$ cat src/verilog/rxa_regs.svh
`ifndef RXA_REGS_SVH
`define RXA_REGS_SVH

// Link population and grouping.
`define RXA_LINKS 32
`define RXA_GROUPS 4
`define RXA_GROUP_SIZE 8
`define RXA_HR_STEP 4

// Bit positions of the pin vector that enters the synchroniser.
`define RXA_SYNC_W 75
`define RXA_SY_CLK 0
`define RXA_SY_DAT 32
`define RXA_SY_GCK 64
`define RXA_SY_GFP 68
`define RXA_SY_HDC 72
`define RXA_SY_HFP 73
`define RXA_SY_HFC 74

// Bit positions of the clock-only vector used for edge detection.
`define RXA_EDGE_W 38
`define RXA_ED_GCK 32
`define RXA_ED_HDC 36
`define RXA_ED_HFC 37

// Time-slot numbering per framing.
`define RXA_SLOT_ZERO 7'h00
`define RXA_T1_LAST 7'h17
`define RXA_E1_FIRST 7'h01
`define RXA_E1_LAST 7'h1f
`define RXA_H2_LAST 7'h1f
`define RXA_H8_LAST 7'h7f
`define RXA_UNCH_LAST 7'h7f
`define RXA_BIT_LAST 3'h7

// Saturation of the per-link interval counter, in core cycles.
`define RXA_ICNT_MAX 8'hff

`endif

$ cat src/verilog/rxa_pkg.sv
`include "rxa_regs.svh"

package rxa_pkg;

  // Reception mode of one link.
  typedef enum logic [1:0] {
    RXA_CHAN = 2'h0,
    RXA_UNCH = 2'h1,
    RXA_H8 = 2'h2,
    RXA_H2 = 2'h3
  } rxa_mode_t;

  typedef struct packed {
    rxa_mode_t mode;
    logic e1;
  } rxa_link_cfg_t;

  // One received bit, handed out in priority order.
  typedef struct packed {
    logic valid;
    logic [4:0] link;
    logic data;
    logic [6:0] slot;
    logic [2:0] bitpos;
    logic frame_start;
  } rxa_bit_t;

  typedef struct packed {
    logic [2:0][`RXA_SYNC_W-1:0] sy;
    logic [`RXA_EDGE_W-1:0] lvl;
    logic [`RXA_LINKS-1:0][7:0] icnt;
    logic [`RXA_LINKS-1:0][7:0] ival;
    logic [`RXA_LINKS-1:0][6:0] slot;
    logic [`RXA_LINKS-1:0][2:0] bpos;
    logic [`RXA_LINKS-1:0] fsp;
    logic [`RXA_GROUPS-1:0] gph;
    logic hph;
    logic [`RXA_LINKS-1:0] pend;
    logic [`RXA_LINKS-1:0] pdat;
    logic [`RXA_LINKS-1:0][6:0] pslot;
    logic [`RXA_LINKS-1:0][2:0] pbpos;
    logic [`RXA_LINKS-1:0] pfs;
    rxa_bit_t out;
  } rxa_state_t;

endpackage

$ cat src/verilog/rxa_top.sv
`timescale 1ns/10ps
`include "rxa_regs.svh"

// Overview of operation
// - Low-rate H-MVIP: sample each group of eight on every second group clock rise.
// - High-rate H-MVIP: sample links 4m on every second high-rate data clock rise.
// - H-MVIP links carry 32 slots at low rate, 128 at high rate.
// - Channelised links carry 24 slots for T1/J1, 31 slots for E1.
// - Channelised slot alignment comes from the position of the clock gap.
// - Channelised and unchannelised data is captured on the link clock rise.
// - Links 3 to 31 run up to 10 Mbit/s, links 0 to 2 up to 51.84.
// - Group clock k serves links 8k through 8k+7 at the low H-MVIP rate.
// - A group clock is ignored when no link of its group uses low-rate H-MVIP.
// - Group frame pulse k aligns frames on links 8k through 8k+7.
// - Group frame pulse is sampled on the group clock fall, else ignored.
// - Only links 0, 4, ..., 28 may run high-rate H-MVIP.
// - High-rate frame pulse is sampled on the frame pulse clock fall, else ignored.
// - The frame pulse clock is ignored when no link runs high-rate H-MVIP.
// - The high-rate data clock is ignored when no link runs high-rate H-MVIP.
// - A link's own clock is invalid and unused while the link runs H-MVIP.
// - Received bits are serviced by fixed priority, link 0 highest.
module rxa_top (
  input wire logic core_clk_i,
  input wire logic rstn_i,
  input wire rxa_pkg::rxa_link_cfg_t [`RXA_LINKS-1:0] link_cfg_i,
  input wire logic [`RXA_LINKS-1:0] rx_line_clock_i,
  input wire logic [`RXA_LINKS-1:0] rx_line_data_i,
  input wire logic [`RXA_GROUPS-1:0] rx_group_data_clock_i,
  input wire logic [`RXA_GROUPS-1:0] rx_group_frame_pulse_n_i,
  input wire logic rx_highrate_data_clock_i,
  input wire logic rx_highrate_frame_pulse_n_i,
  input wire logic rx_highrate_frame_pulse_clock_i,
  output rxa_pkg::rxa_bit_t rx_bit_o
);

  rxa_pkg::rxa_state_t st_reg;
  rxa_pkg::rxa_state_t st_next;

  logic [`RXA_SYNC_W-1:0] pins;
  logic [`RXA_SYNC_W-1:0] s2;
  logic [`RXA_SYNC_W-1:0] s3;
  logic [`RXA_EDGE_W-1:0] cs2;
  logic [`RXA_EDGE_W-1:0] cs3;
  logic [`RXA_EDGE_W-1:0] chg;
  logic [`RXA_EDGE_W-1:0] rise;
  logic [`RXA_EDGE_W-1:0] fall;
  logic [`RXA_GROUPS-1:0] g_en;
  logic hr_en;
  logic [`RXA_GROUPS-1:0] gsamp;
  logic [`RXA_GROUPS-1:0] gfp_ev;
  logic hsamp;
  logic hfp_ev;
  logic [`RXA_LINKS-1:0] samp;
  logic [`RXA_LINKS-1:0] align;
  logic [`RXA_LINKS-1:0] gap;
  logic [`RXA_LINKS-1:0][6:0] first;
  logic [`RXA_LINKS-1:0][6:0] last;
  logic [4:0] grant;

  // True when any link of a group of eight runs low-rate H-MVIP.
  function automatic logic group_uses_h2(input rxa_pkg::rxa_link_cfg_t [`RXA_GROUP_SIZE-1:0] cfg);
    logic hit;
    hit = 1'b0;
    for (int j = 0; j < `RXA_GROUP_SIZE; j++) begin
      if (cfg[j].mode == rxa_pkg::RXA_H2) begin
        hit = 1'b1;
      end
    end
    return hit;
  endfunction

  // Index of the lowest set bit; zero when none is set.
  function automatic logic [4:0] lowest(input logic [`RXA_LINKS-1:0] v);
    logic [4:0] idx;
    idx = 5'h00;
    for (int i = `RXA_LINKS - 1; i >= 0; i--) begin
      if (v[i]) begin
        idx = 5'(i);
      end
    end
    return idx;
  endfunction

  // First and last time-slot number of a link's frame, by mode and framing.
  function automatic logic [13:0] bounds(input rxa_pkg::rxa_link_cfg_t cfg);
    logic [13:0] b;
    unique case (cfg.mode)
      rxa_pkg::RXA_CHAN: b = cfg.e1 ? {`RXA_E1_FIRST, `RXA_E1_LAST} : {`RXA_SLOT_ZERO, `RXA_T1_LAST};
      rxa_pkg::RXA_UNCH: b = {`RXA_SLOT_ZERO, `RXA_UNCH_LAST};
      rxa_pkg::RXA_H2: b = {`RXA_SLOT_ZERO, `RXA_H2_LAST};
      rxa_pkg::RXA_H8: b = {`RXA_SLOT_ZERO, `RXA_H8_LAST};
    endcase
    return b;
  endfunction

  // Position of the bit after the given one, wrapping at the frame end.
  function automatic logic [9:0] advance(input logic [6:0] slot, input logic [2:0] bpos,
                                         input logic [6:0] lo, input logic [6:0] hi);
    logic [9:0] r;
    if (bpos != `RXA_BIT_LAST) begin
      r = {slot, 3'(bpos + 3'h1)};
    end else begin
      r = {(slot == hi) ? lo : 7'(slot + 7'h01), 3'h0};
    end
    return r;
  endfunction

  assign pins = {rx_highrate_frame_pulse_clock_i, rx_highrate_frame_pulse_n_i, rx_highrate_data_clock_i,
                 rx_group_frame_pulse_n_i, rx_group_data_clock_i, rx_line_data_i, rx_line_clock_i};
  assign s2 = st_reg.sy[1];
  assign s3 = st_reg.sy[2];
  assign cs2 = {s2[`RXA_SY_HFC], s2[`RXA_SY_HDC], s2[`RXA_SY_GCK +: `RXA_GROUPS], s2[`RXA_SY_CLK +: `RXA_LINKS]};
  assign cs3 = {s3[`RXA_SY_HFC], s3[`RXA_SY_HDC], s3[`RXA_SY_GCK +: `RXA_GROUPS], s3[`RXA_SY_CLK +: `RXA_LINKS]};
  // a link clock is resolved only while each half period spans two core cycles.
  // A clock level counts once stages two and three agree on a new value.
  assign chg = (cs2 ~^ cs3) & (cs3 ^ st_reg.lvl);
  assign rise = chg & cs3;
  assign fall = chg & ~cs3;
  assign grant = lowest(st_reg.pend);

  // Group and high-rate clock enables from the configured modes.
  for (genvar k = 0; k < `RXA_GROUPS; k++) begin : g_group_en
    // group k owns links 8k to 8k+7.
    assign g_en[k] = group_uses_h2(link_cfg_i[k * `RXA_GROUP_SIZE +: `RXA_GROUP_SIZE]);
  end

  always_comb begin
    hr_en = 1'b0;
    for (int m = 0; m < `RXA_LINKS; m += `RXA_HR_STEP) begin
      if (link_cfg_i[m].mode == rxa_pkg::RXA_H8) begin
        hr_en = 1'b1;
      end
    end
  end

  always_comb begin
    st_next = st_reg;
    st_next.sy = {st_reg.sy[1], st_reg.sy[0], pins};
    st_next.lvl = st_reg.lvl ^ chg;
    gsamp = '0;
    gfp_ev = '0;
    samp = '0;
    align = '0;
    gap = '0;
    first = '0;
    last = '0;

    // Group clocks: even rises sample, a low pulse on the fall restarts the phase.
    for (int k = 0; k < `RXA_GROUPS; k++) begin
      if (g_en[k] && rise[`RXA_ED_GCK + k]) begin
        gsamp[k] = st_reg.gph[k];
        st_next.gph[k] = ~st_reg.gph[k];
      end
      // frame pulse taken on the group clock fall.
      if (g_en[k] && fall[`RXA_ED_GCK + k] && !s3[`RXA_SY_GFP + k]) begin
        gfp_ev[k] = 1'b1;
        st_next.gph[k] = 1'b0;
      end
    end

    // high-rate data clock ignored with no high-rate link.
    hsamp = 1'b0;
    if (hr_en && rise[`RXA_ED_HDC]) begin
      hsamp = st_reg.hph;
      st_next.hph = ~st_reg.hph;
    end
    // high-rate frame pulse taken on the frame pulse clock fall.
    // frame pulse clock ignored with no high-rate link.
    hfp_ev = hr_en && fall[`RXA_ED_HFC] && !s3[`RXA_SY_HFP];
    if (hfp_ev) begin
      st_next.hph = 1'b0;
    end

    // lowest pending link wins; a new bit in the same cycle keeps it pending.
    st_next.out = '0;
    if (st_reg.pend != '0) begin
      st_next.out = {1'b1, grant, st_reg.pdat[grant], st_reg.pslot[grant], st_reg.pbpos[grant], st_reg.pfs[grant]};
      st_next.pend[grant] = 1'b0;
    end

    for (int n = 0; n < `RXA_LINKS; n++) begin
      {first[n], last[n]} = bounds(link_cfg_i[n]);
      // mode picks the sampling clock and alignment source.
      unique case (link_cfg_i[n].mode)
        rxa_pkg::RXA_CHAN, rxa_pkg::RXA_UNCH: begin
          samp[n] = rise[n];
          // an interval half again longer than the last marks the gap.
          gap[n] = (link_cfg_i[n].mode == rxa_pkg::RXA_CHAN) && rise[n] && (st_reg.ival[n] != 8'h00) &&
                   ({1'b0, st_reg.icnt[n]} > ({1'b0, st_reg.ival[n]} + {2'b00, st_reg.ival[n][7:1]}));
        end
        rxa_pkg::RXA_H2: begin
          // own link clock unused in H-MVIP.
          samp[n] = gsamp[n / `RXA_GROUP_SIZE];
          // group frame pulse aligns its eight links.
          align[n] = gfp_ev[n / `RXA_GROUP_SIZE];
        end
        rxa_pkg::RXA_H8: begin
          // only links 4m follow the high-rate clocks.
          samp[n] = (n % `RXA_HR_STEP == 0) && hsamp;
          align[n] = (n % `RXA_HR_STEP == 0) && hfp_ev;
        end
      endcase

      if (rise[n]) begin
        st_next.icnt[n] = 8'h00;
        if (!gap[n]) begin
          st_next.ival[n] = st_reg.icnt[n];
        end
      end else if (st_reg.icnt[n] != `RXA_ICNT_MAX) begin
        st_next.icnt[n] = 8'(st_reg.icnt[n] + 8'h01);
      end

      if (samp[n]) begin
        st_next.pend[n] = 1'b1;
        st_next.pdat[n] = s3[`RXA_SY_DAT + n];
        // A slot outside this mode's frame, as after reset on an E1 link, restarts at the first slot.
        st_next.pslot[n] = (gap[n] || st_reg.slot[n] < first[n] || st_reg.slot[n] > last[n]) ?
                           first[n] : st_reg.slot[n];
        st_next.pbpos[n] = gap[n] ? 3'h0 : st_reg.bpos[n];
        st_next.pfs[n] = gap[n] | st_reg.fsp[n];
        st_next.fsp[n] = 1'b0;
        {st_next.slot[n], st_next.bpos[n]} = advance(st_next.pslot[n], st_next.pbpos[n], first[n], last[n]);
      end
      if (align[n]) begin
        st_next.slot[n] = first[n];
        st_next.bpos[n] = 3'h0;
        st_next.fsp[n] = 1'b1;
      end
    end
  end

  always_ff @(posedge core_clk_i or negedge rstn_i) begin
    if (!rstn_i) begin
      st_reg <= '0;
    end else begin
      st_reg <= st_next;
    end
  end

  assign rx_bit_o = st_reg.out;
endmodule // rxa_top
$ cat config.mk
export PLATFORM = sky130hd
export DESIGN_NAME = rxa_top
export DESIGN_NICKNAME = d
export VERILOG_FILES = /design/src/verilog/rxa_pkg.sv /design/src/verilog/rxa_top.sv
export VERILOG_INCLUDE_DIRS = /design/src /design/src/verilog
export SDC_FILE = /design/constraint.sdc
export NUM_CORES = 2
export LEC_CHECK = 0
export BUFFER_PORTS_ARGS = -buffer_cell sky130_fd_sc_hd__buf_2
export CAP_MARGIN = 10
export CORE_MARGIN = 1.5
export CORE_UTILIZATION = 30
export DETAILED_ROUTE_END_ITERATION = 10
export GPL_ROUTABILITY_DRIVEN = 0
export SETUP_SLACK_MARGIN = 0.5
export SLEW_MARGIN = 40
export SYNTH_ARGS = -nofsm -noshare
export SYNTH_HDL_FRONTEND = slang
export SYNTH_SLANG_ARGS = --single-unit
$ cat constraint.sdc
create_clock -name core_clk_i -period 5.7 [get_ports core_clk_i]
set_clock_uncertainty 0.05 [all_clocks]
set_input_delay 0 -clock core_clk_i [delete_from_list [all_inputs] [get_ports core_clk_i]]
set_output_delay 0 -clock core_clk_i [all_outputs]
set_load 0.005 [all_outputs]
Yosys cells after proc, flatten, opt, wreduce, memory -nomap -nowiden
Cells that the tools add are included.
{"block": "word_totals", "inputBits": 173, "out_inout_bits": 18, "register_bits": 1566}
{"block": "op_classes", "addsub": 128, "mux": 679, "n_reduce_logical": 443, "n_eq_ne": 192, "bitwise_logic": 78, "order_cmp": 98}
{"op": "14-bit one-hot mux with 3 select lines", "count": 32}
{"op": "7-bit two-way mux", "count": 129}
{"op": "8-bit two-way mux", "count": 96}
{"op": "10-bit two-way mux", "count": 32}
{"op": "3-bit two-way mux", "count": 97}
{"op": "8-bit by 7-bit adder with 9-bit output", "count": 32}
{"op": "8-bit by 9-bit > comparator with 1-bit output", "count": 32}
{"op": "8-bit by 1-bit adder with 8-bit output, second input constant", "count": 32}
{"op": "8-bit inequality test, second input constant", "count": 32}
{"op": "8-bit nonzero test", "count": 32}
{"op": "7-bit by 1-bit adder with 7-bit output, second input constant", "count": 32}
{"op": "7-bit == test", "count": 32}
{"op": "7-bit > comparator", "count": 32}
{"op": "7-bit less-than comparator", "count": 32}
{"op": "1-bit two-way mux", "count": 214}
{"op": "2-bit nonzero test", "count": 101}
{"op": "5-bit two-way mux", "count": 32}
{"op": "2-bit == test, second input constant", "count": 64}
{"op": "2-bit OR reduction", "count": 64}
{"op": "1-bit logical AND", "count": 112}
{"op": "3-bit by 1-bit adder with 3-bit output, second input constant", "count": 32}
{"op": "3-bit inequality test, second input constant", "count": 32}
{"op": "1-bit one-hot mux with 3 select lines", "count": 32}
{"op": "38-bit bitwise AND", "count": 2}
{"op": "23 further kinds", "count": 259}

Depth between registers and ports, before layout
{"block": "logic_depth", "depth_word": 40, "ltp_mapped": 25, "ltp_nobuf": 25}

Worst setup path before layout
No wires, ideal clock.
{"block": "synth_timing", "path_kind": "reg2reg", "start": "register st_reg[864] (netlist name)", "end": "register st_reg[630] (netlist name)", "path_buffers": 1, "setup_slack_ps": 791, "path_stages_with_launch": 25, "t_arrival_ps": 4744, "synth_period_minus_slack_ps": 4909, "path_cell_list": "dfrtp_1 -> ha_1 -> fa_1 -> a21o_1 -> a21oi_1 -> o21bai_1 -> a21o_1 -> xnor2_1 -> ha_1 -> o21ai_0 -> nand2b_1 -> a21oi_1 -> or4b_1 -> a221oi_2 -> nor2_1 -> clkbuf_1 -> a21oi_1 -> inv_1 -> ha_1 -> nand3_1 -> a21oi_1 -> nand2_1 -> mux2_2 -> a211o_1 -> o311ai_0"}
{"block": "synth_via", "elab_chain_cells": 12}
{"element": "start, declared", "line_no": "rxa_top.sv:36", "text": "rxa_pkg::rxa_state_t st_reg;"}
{"element": "start signal, assigned", "line_no": "rxa_top.sv:236", "text": "st_reg <= st_next;"}
{"element": "8-bit by 7-bit adder with 9-bit output or 8-bit nonzero test (tied branches)", "line_no": "rxa_top.sv:189, rxa_top.sv:188"}
{"element": "8-bit by 9-bit > comparator with 1-bit output or 1-bit logical AND (tied branches)", "line_no": "rxa_top.sv:189, rxa_top.sv:188"}
{"element": "1-bit logical AND (*)", "line_no": "rxa_top.sv:188", "text": "gap[n] = (link_cfg_i[n].mode == rxa_pkg::RXA_CHAN) && rise[n] && (st_reg.ival[n] != 8'h00) &&"}
{"element": "1-bit two-way mux (*)", "line_no": "rxa_top.sv:184", "text": "unique case (link_cfg_i[n].mode)"}
{"element": "1-bit logical OR (2 in a row)", "line_no": "rxa_top.sv:217", "text": "st_next.pslot[n] = (gap[n] || st_reg.slot[n] < first[n] || st_reg.slot[n] > last[n]) ?"}
{"element": "7-bit two-way mux", "line_no": "rxa_top.sv:217"}
{"element": "7-bit by 1-bit adder with 7-bit output or 7-bit == test (tied branches)", "line_no": "rxa_top.sv:103", "text": "r = {(slot == hi) ? lo : 7'(slot + 7'h01), 3'h0};"}
{"element": "7-bit two-way mux", "line_no": "rxa_top.sv:103"}
{"element": "10-bit two-way mux (*)", "line_no": "rxa_top.sv:100", "text": "if (bpos != `RXA_BIT_LAST) begin"}
{"element": "7-bit two-way mux (*)", "line_no": "rxa_top.sv:213", "text": "if (samp[n]) begin"}
{"element": "7-bit two-way mux (*)", "line_no": "rxa_top.sv:224", "text": "if (align[n]) begin"}
Every way passes the cells marked *; elsewhere a longest branch is shown, timed or not. The select of a mux whose other input is x is not followed.
A chain may end at the register's enable or synchronous reset.

Worst setup path in the final report
{"block": "layout_timing", "start": "register st_reg[968] (netlist name)", "end": "register st_reg[725] (netlist name)"}
The elaborated chain is that of the path after synthesis.

==> results.py <==
metrics = {
    "outcome": {
        "status": "finished clean",
    },
    "logic_synthesis": {
        "yosys.cell_types.count": 103,
        "syn_area_um2": 94100,
        "netlist_instances": 10089,
        "synth_commonest_cells": "nand2_1, dfrtp_1, ha_1, nor2_1, inv_1",
        "synthFlopType": "dfrtp_1",
        "ys_warn_count": 0,
        "yosys.area.top_type": "dfrtp_1",
        "synth_most_common_cell": "nand2_1",
        "synth_edf_count": 0,
        "yosysSeqAreaShare": 0.416,
        "syn_nets": 11286,
        "async_flop_share": 1.00,
        "ys_top_cells_by_area": "dfrtp_1, ha_1, nand2_1",
        "ys_ff_latch": 1566,
        "avgSynthCellArea_um2": 9.33,
        "synth_top_area_frac": 0.416,
    },
    "critical_path": {
        "crit_type": "reg -> reg",
        "cp_data_arrival_time_ps": 5680,
        "critPathRequiredTime_ps": 6430,
        "startpoint_type": "register",
        "critPathCaptureType": "register",
        "cp_max_fo": 11,
        "reg2reg_depth": 24,
    },
    "sta": {
        "relSlewSlack": 0.397,
        "rsz0062_at_grt": "true",
        "worst_slew_pin_slew_ps": 879,
        "final-setup-viol-count": 0,
        "fin_crit_sh": 0.869,
        "final.setup.tns_ps": 0,
        "max_freq_mhz": 202,
        "hold_viol": 0,
        "period_needed_ps": 4950,
        "hold_slack_ps": 51.2,
        "slew_violations": 0,
    },
    "run": {
        "maxCapViolations": 0,
    },
    "place": {
        "dp_cells": 14220,
        "port_buffers": 190,
        "dp_hpwl_mm": 197,
    },
    "hold_path": {
        "hold_class": "in -> reg",
        "hold_depth": 5,
    },
    "grt": {
        "grt_overflow": 0,
        "grt_max_degree": 141,
        "grt_pass1_vias": 72214,
        "antenna_found_initial": 65,
        "track_usage": 0.164,
        "grt_pass1_wl_mm": 419,
    },
    "clock_network": {
        "clkTransAtPathRegs_ps": 60,
        "clock-root-buffer": "clkbuf_16",
        "cts.sink_count": 1566,
        "cts_buffers": 185,
        "htreeDepth": 4,
        "clock_path_buffers": 4,
        "cts_tree": "built",
        "worstSkewPairLatency_ps": 870,
    },
    "pwr": {
        "p_total_mw": 44.4,
        "p_leak_nw": 51.7,
        "vdd_ir_drop_max_v": 0.000408,
        "p_per_area_nw_per_um2": 400,
    },
    "floorplan": {
        "num_rows": 205,
        "die-area_um2": 317000,
        "num_io_pins": 191,
        "start_util": 0.302,
        "dieWidth_um": 563,
        "design.core.area_um2": 312000,
        "die_h_um": 563,
    },
    "routing": {
        "vias": 75836,
        "drc": 0,
        "routedWlPerCell_um": 17.8,
        "drt-total-wl_mm": 266,
        "drt_pass1_iterations": 6,
        "dr.first_iter.drc_count": 5816,
        "viasPerCell": 5.08,
        "final_antenna_net_count": 0,
    },
    "cells_and_area": {
        "drive_gt1_frac": 0.103,
        "syn_to_final_growth_pct": 17.9,
        "layout.nets": 11827,
        "largest_register_ffs": 1285,
        "fillCellCount": 31814,
        "instances_no_fill": 14938,
    },
}
path summary, 6_finish.rpt:
kind | startpoint | end | slack, ps
max in group asynchronous | rstn_i | st_reg[1210] | 3770
worst max-delay path | st_reg[968] | st_reg[725] | 750
worst max register to register | st_reg[968] | st_reg[725] | 750
worst min register to register | s2[32] | s3[32] | 270
min in group asynchronous | rstn_i | st_reg[661] | 380
worst min-delay path | link_cfg_i[85] | st_reg[764] | 50
metal layers:
metal,track usage,share of wire
met5,0,0.00076
met4,0.0712,0.044
met3,0.0283,0.063
met2,0.246,0.43
met1,0.231,0.46
metrics by stage:
step | setup WS [ps] | area [µm²] | utilization
2_1_floorplan | 791 | 94100 | -
3_3_place_gp | 444 | 100000 | 0.321
3_5_place_dp | 470 | 100000 | 0.321
4_1_cts | 506 | 110000 | 0.353
5_1_grt | 460 | 111000 | 0.356
6_report | 749 | 111000 | 0.356
cells by family after synthesis:
logic type,after synthesis,share of synthesized area
AOI/OAI and AO/OA,1978,0.137
xor gates and xnor gates,379,0.0353
adders and majority gates,1061,0.143
buffers and inverters,957,0.0407
DFF,1566,0.416
muxes,316,0.0360
and+or+nand+nor,3832,0.193
cell usage in the layout (no fill, tap or decap), types with 90 or more instances in the layout:
cell,instances
a31oi_1,108
o21ai_0,557
xor2_1,163
mux2_2,178
and3_1,146
nor3_1,130
nor2b_1,135
a21oi_1,405
buf_4,158
a21o_1,111
o21bai_1,90
and2_1,121
ha_1,985
mux2i_1,137
clkbuf_16,190
dfrtp_1,1563
xnor2_1,216
dlygate4sd3_1,328
nand4_1,286
nand2_1,1591
nor2_1,611
buf_2,190
inv_1,606
nand3_1,418
power breakdown:
group | internal (mW) | switching (mW) | total (mW) | leakage, nW
clock network | 7.59 | 5.04 | 12.6 | 3.19
logic | 7.03 | 9.02 | 16.1 | 28.3
registers | 13.3 | 2.41 | 15.7 | 20.2
total | 27.9 | 16.5 | 44.4 | 51.7
layout make-up:
cell class	instances	area, µm²	share of cell area
Multi-Input combinational cell	7566	51900	0.468
Sequential cell	1566	39200	0.353
Timing Repair Buffer	701	5890	0.0531
Clock buffer	256	5450	0.0491
Tap cell	4140	5180	0.0467
Inverter	610	2290	0.0207
Clock inverter	75	1010	0.00912
Antenna cell	24	60.1	0.000541
what timing repair did:
action,in CTS,in global routing
gates resized for setup,3,145
hold endpoints to repair,1630,0
hold buffers,329,0
buffers inserted,1,29
cloned,0,1
setup endpoints to repair,6,139
pin swaps,1,19
worst max-delay path, cell delays in order, from the launching register on:
cell,delay (ps)
dfrtp_1,440
ha_1,230
fa_1,410
a21o_1,180
a21oi_2,170
o21bai_1,100
a21oi_2,180
xor2_1,170
ha_1,260
nand4_1,110
o211ai_1,120
nor4b_2,210
o21ai_1,140
o21a_2,320
nand2_2,130
mux2_2,360
ha_1,220
nand3_1,90
a21oi_1,60
and4_1,200
o21ai_0,100
nand4_1,140
buf_4,200
o21ai_0,170
a21o_1,130
Power figures use the tool's default switching activity.
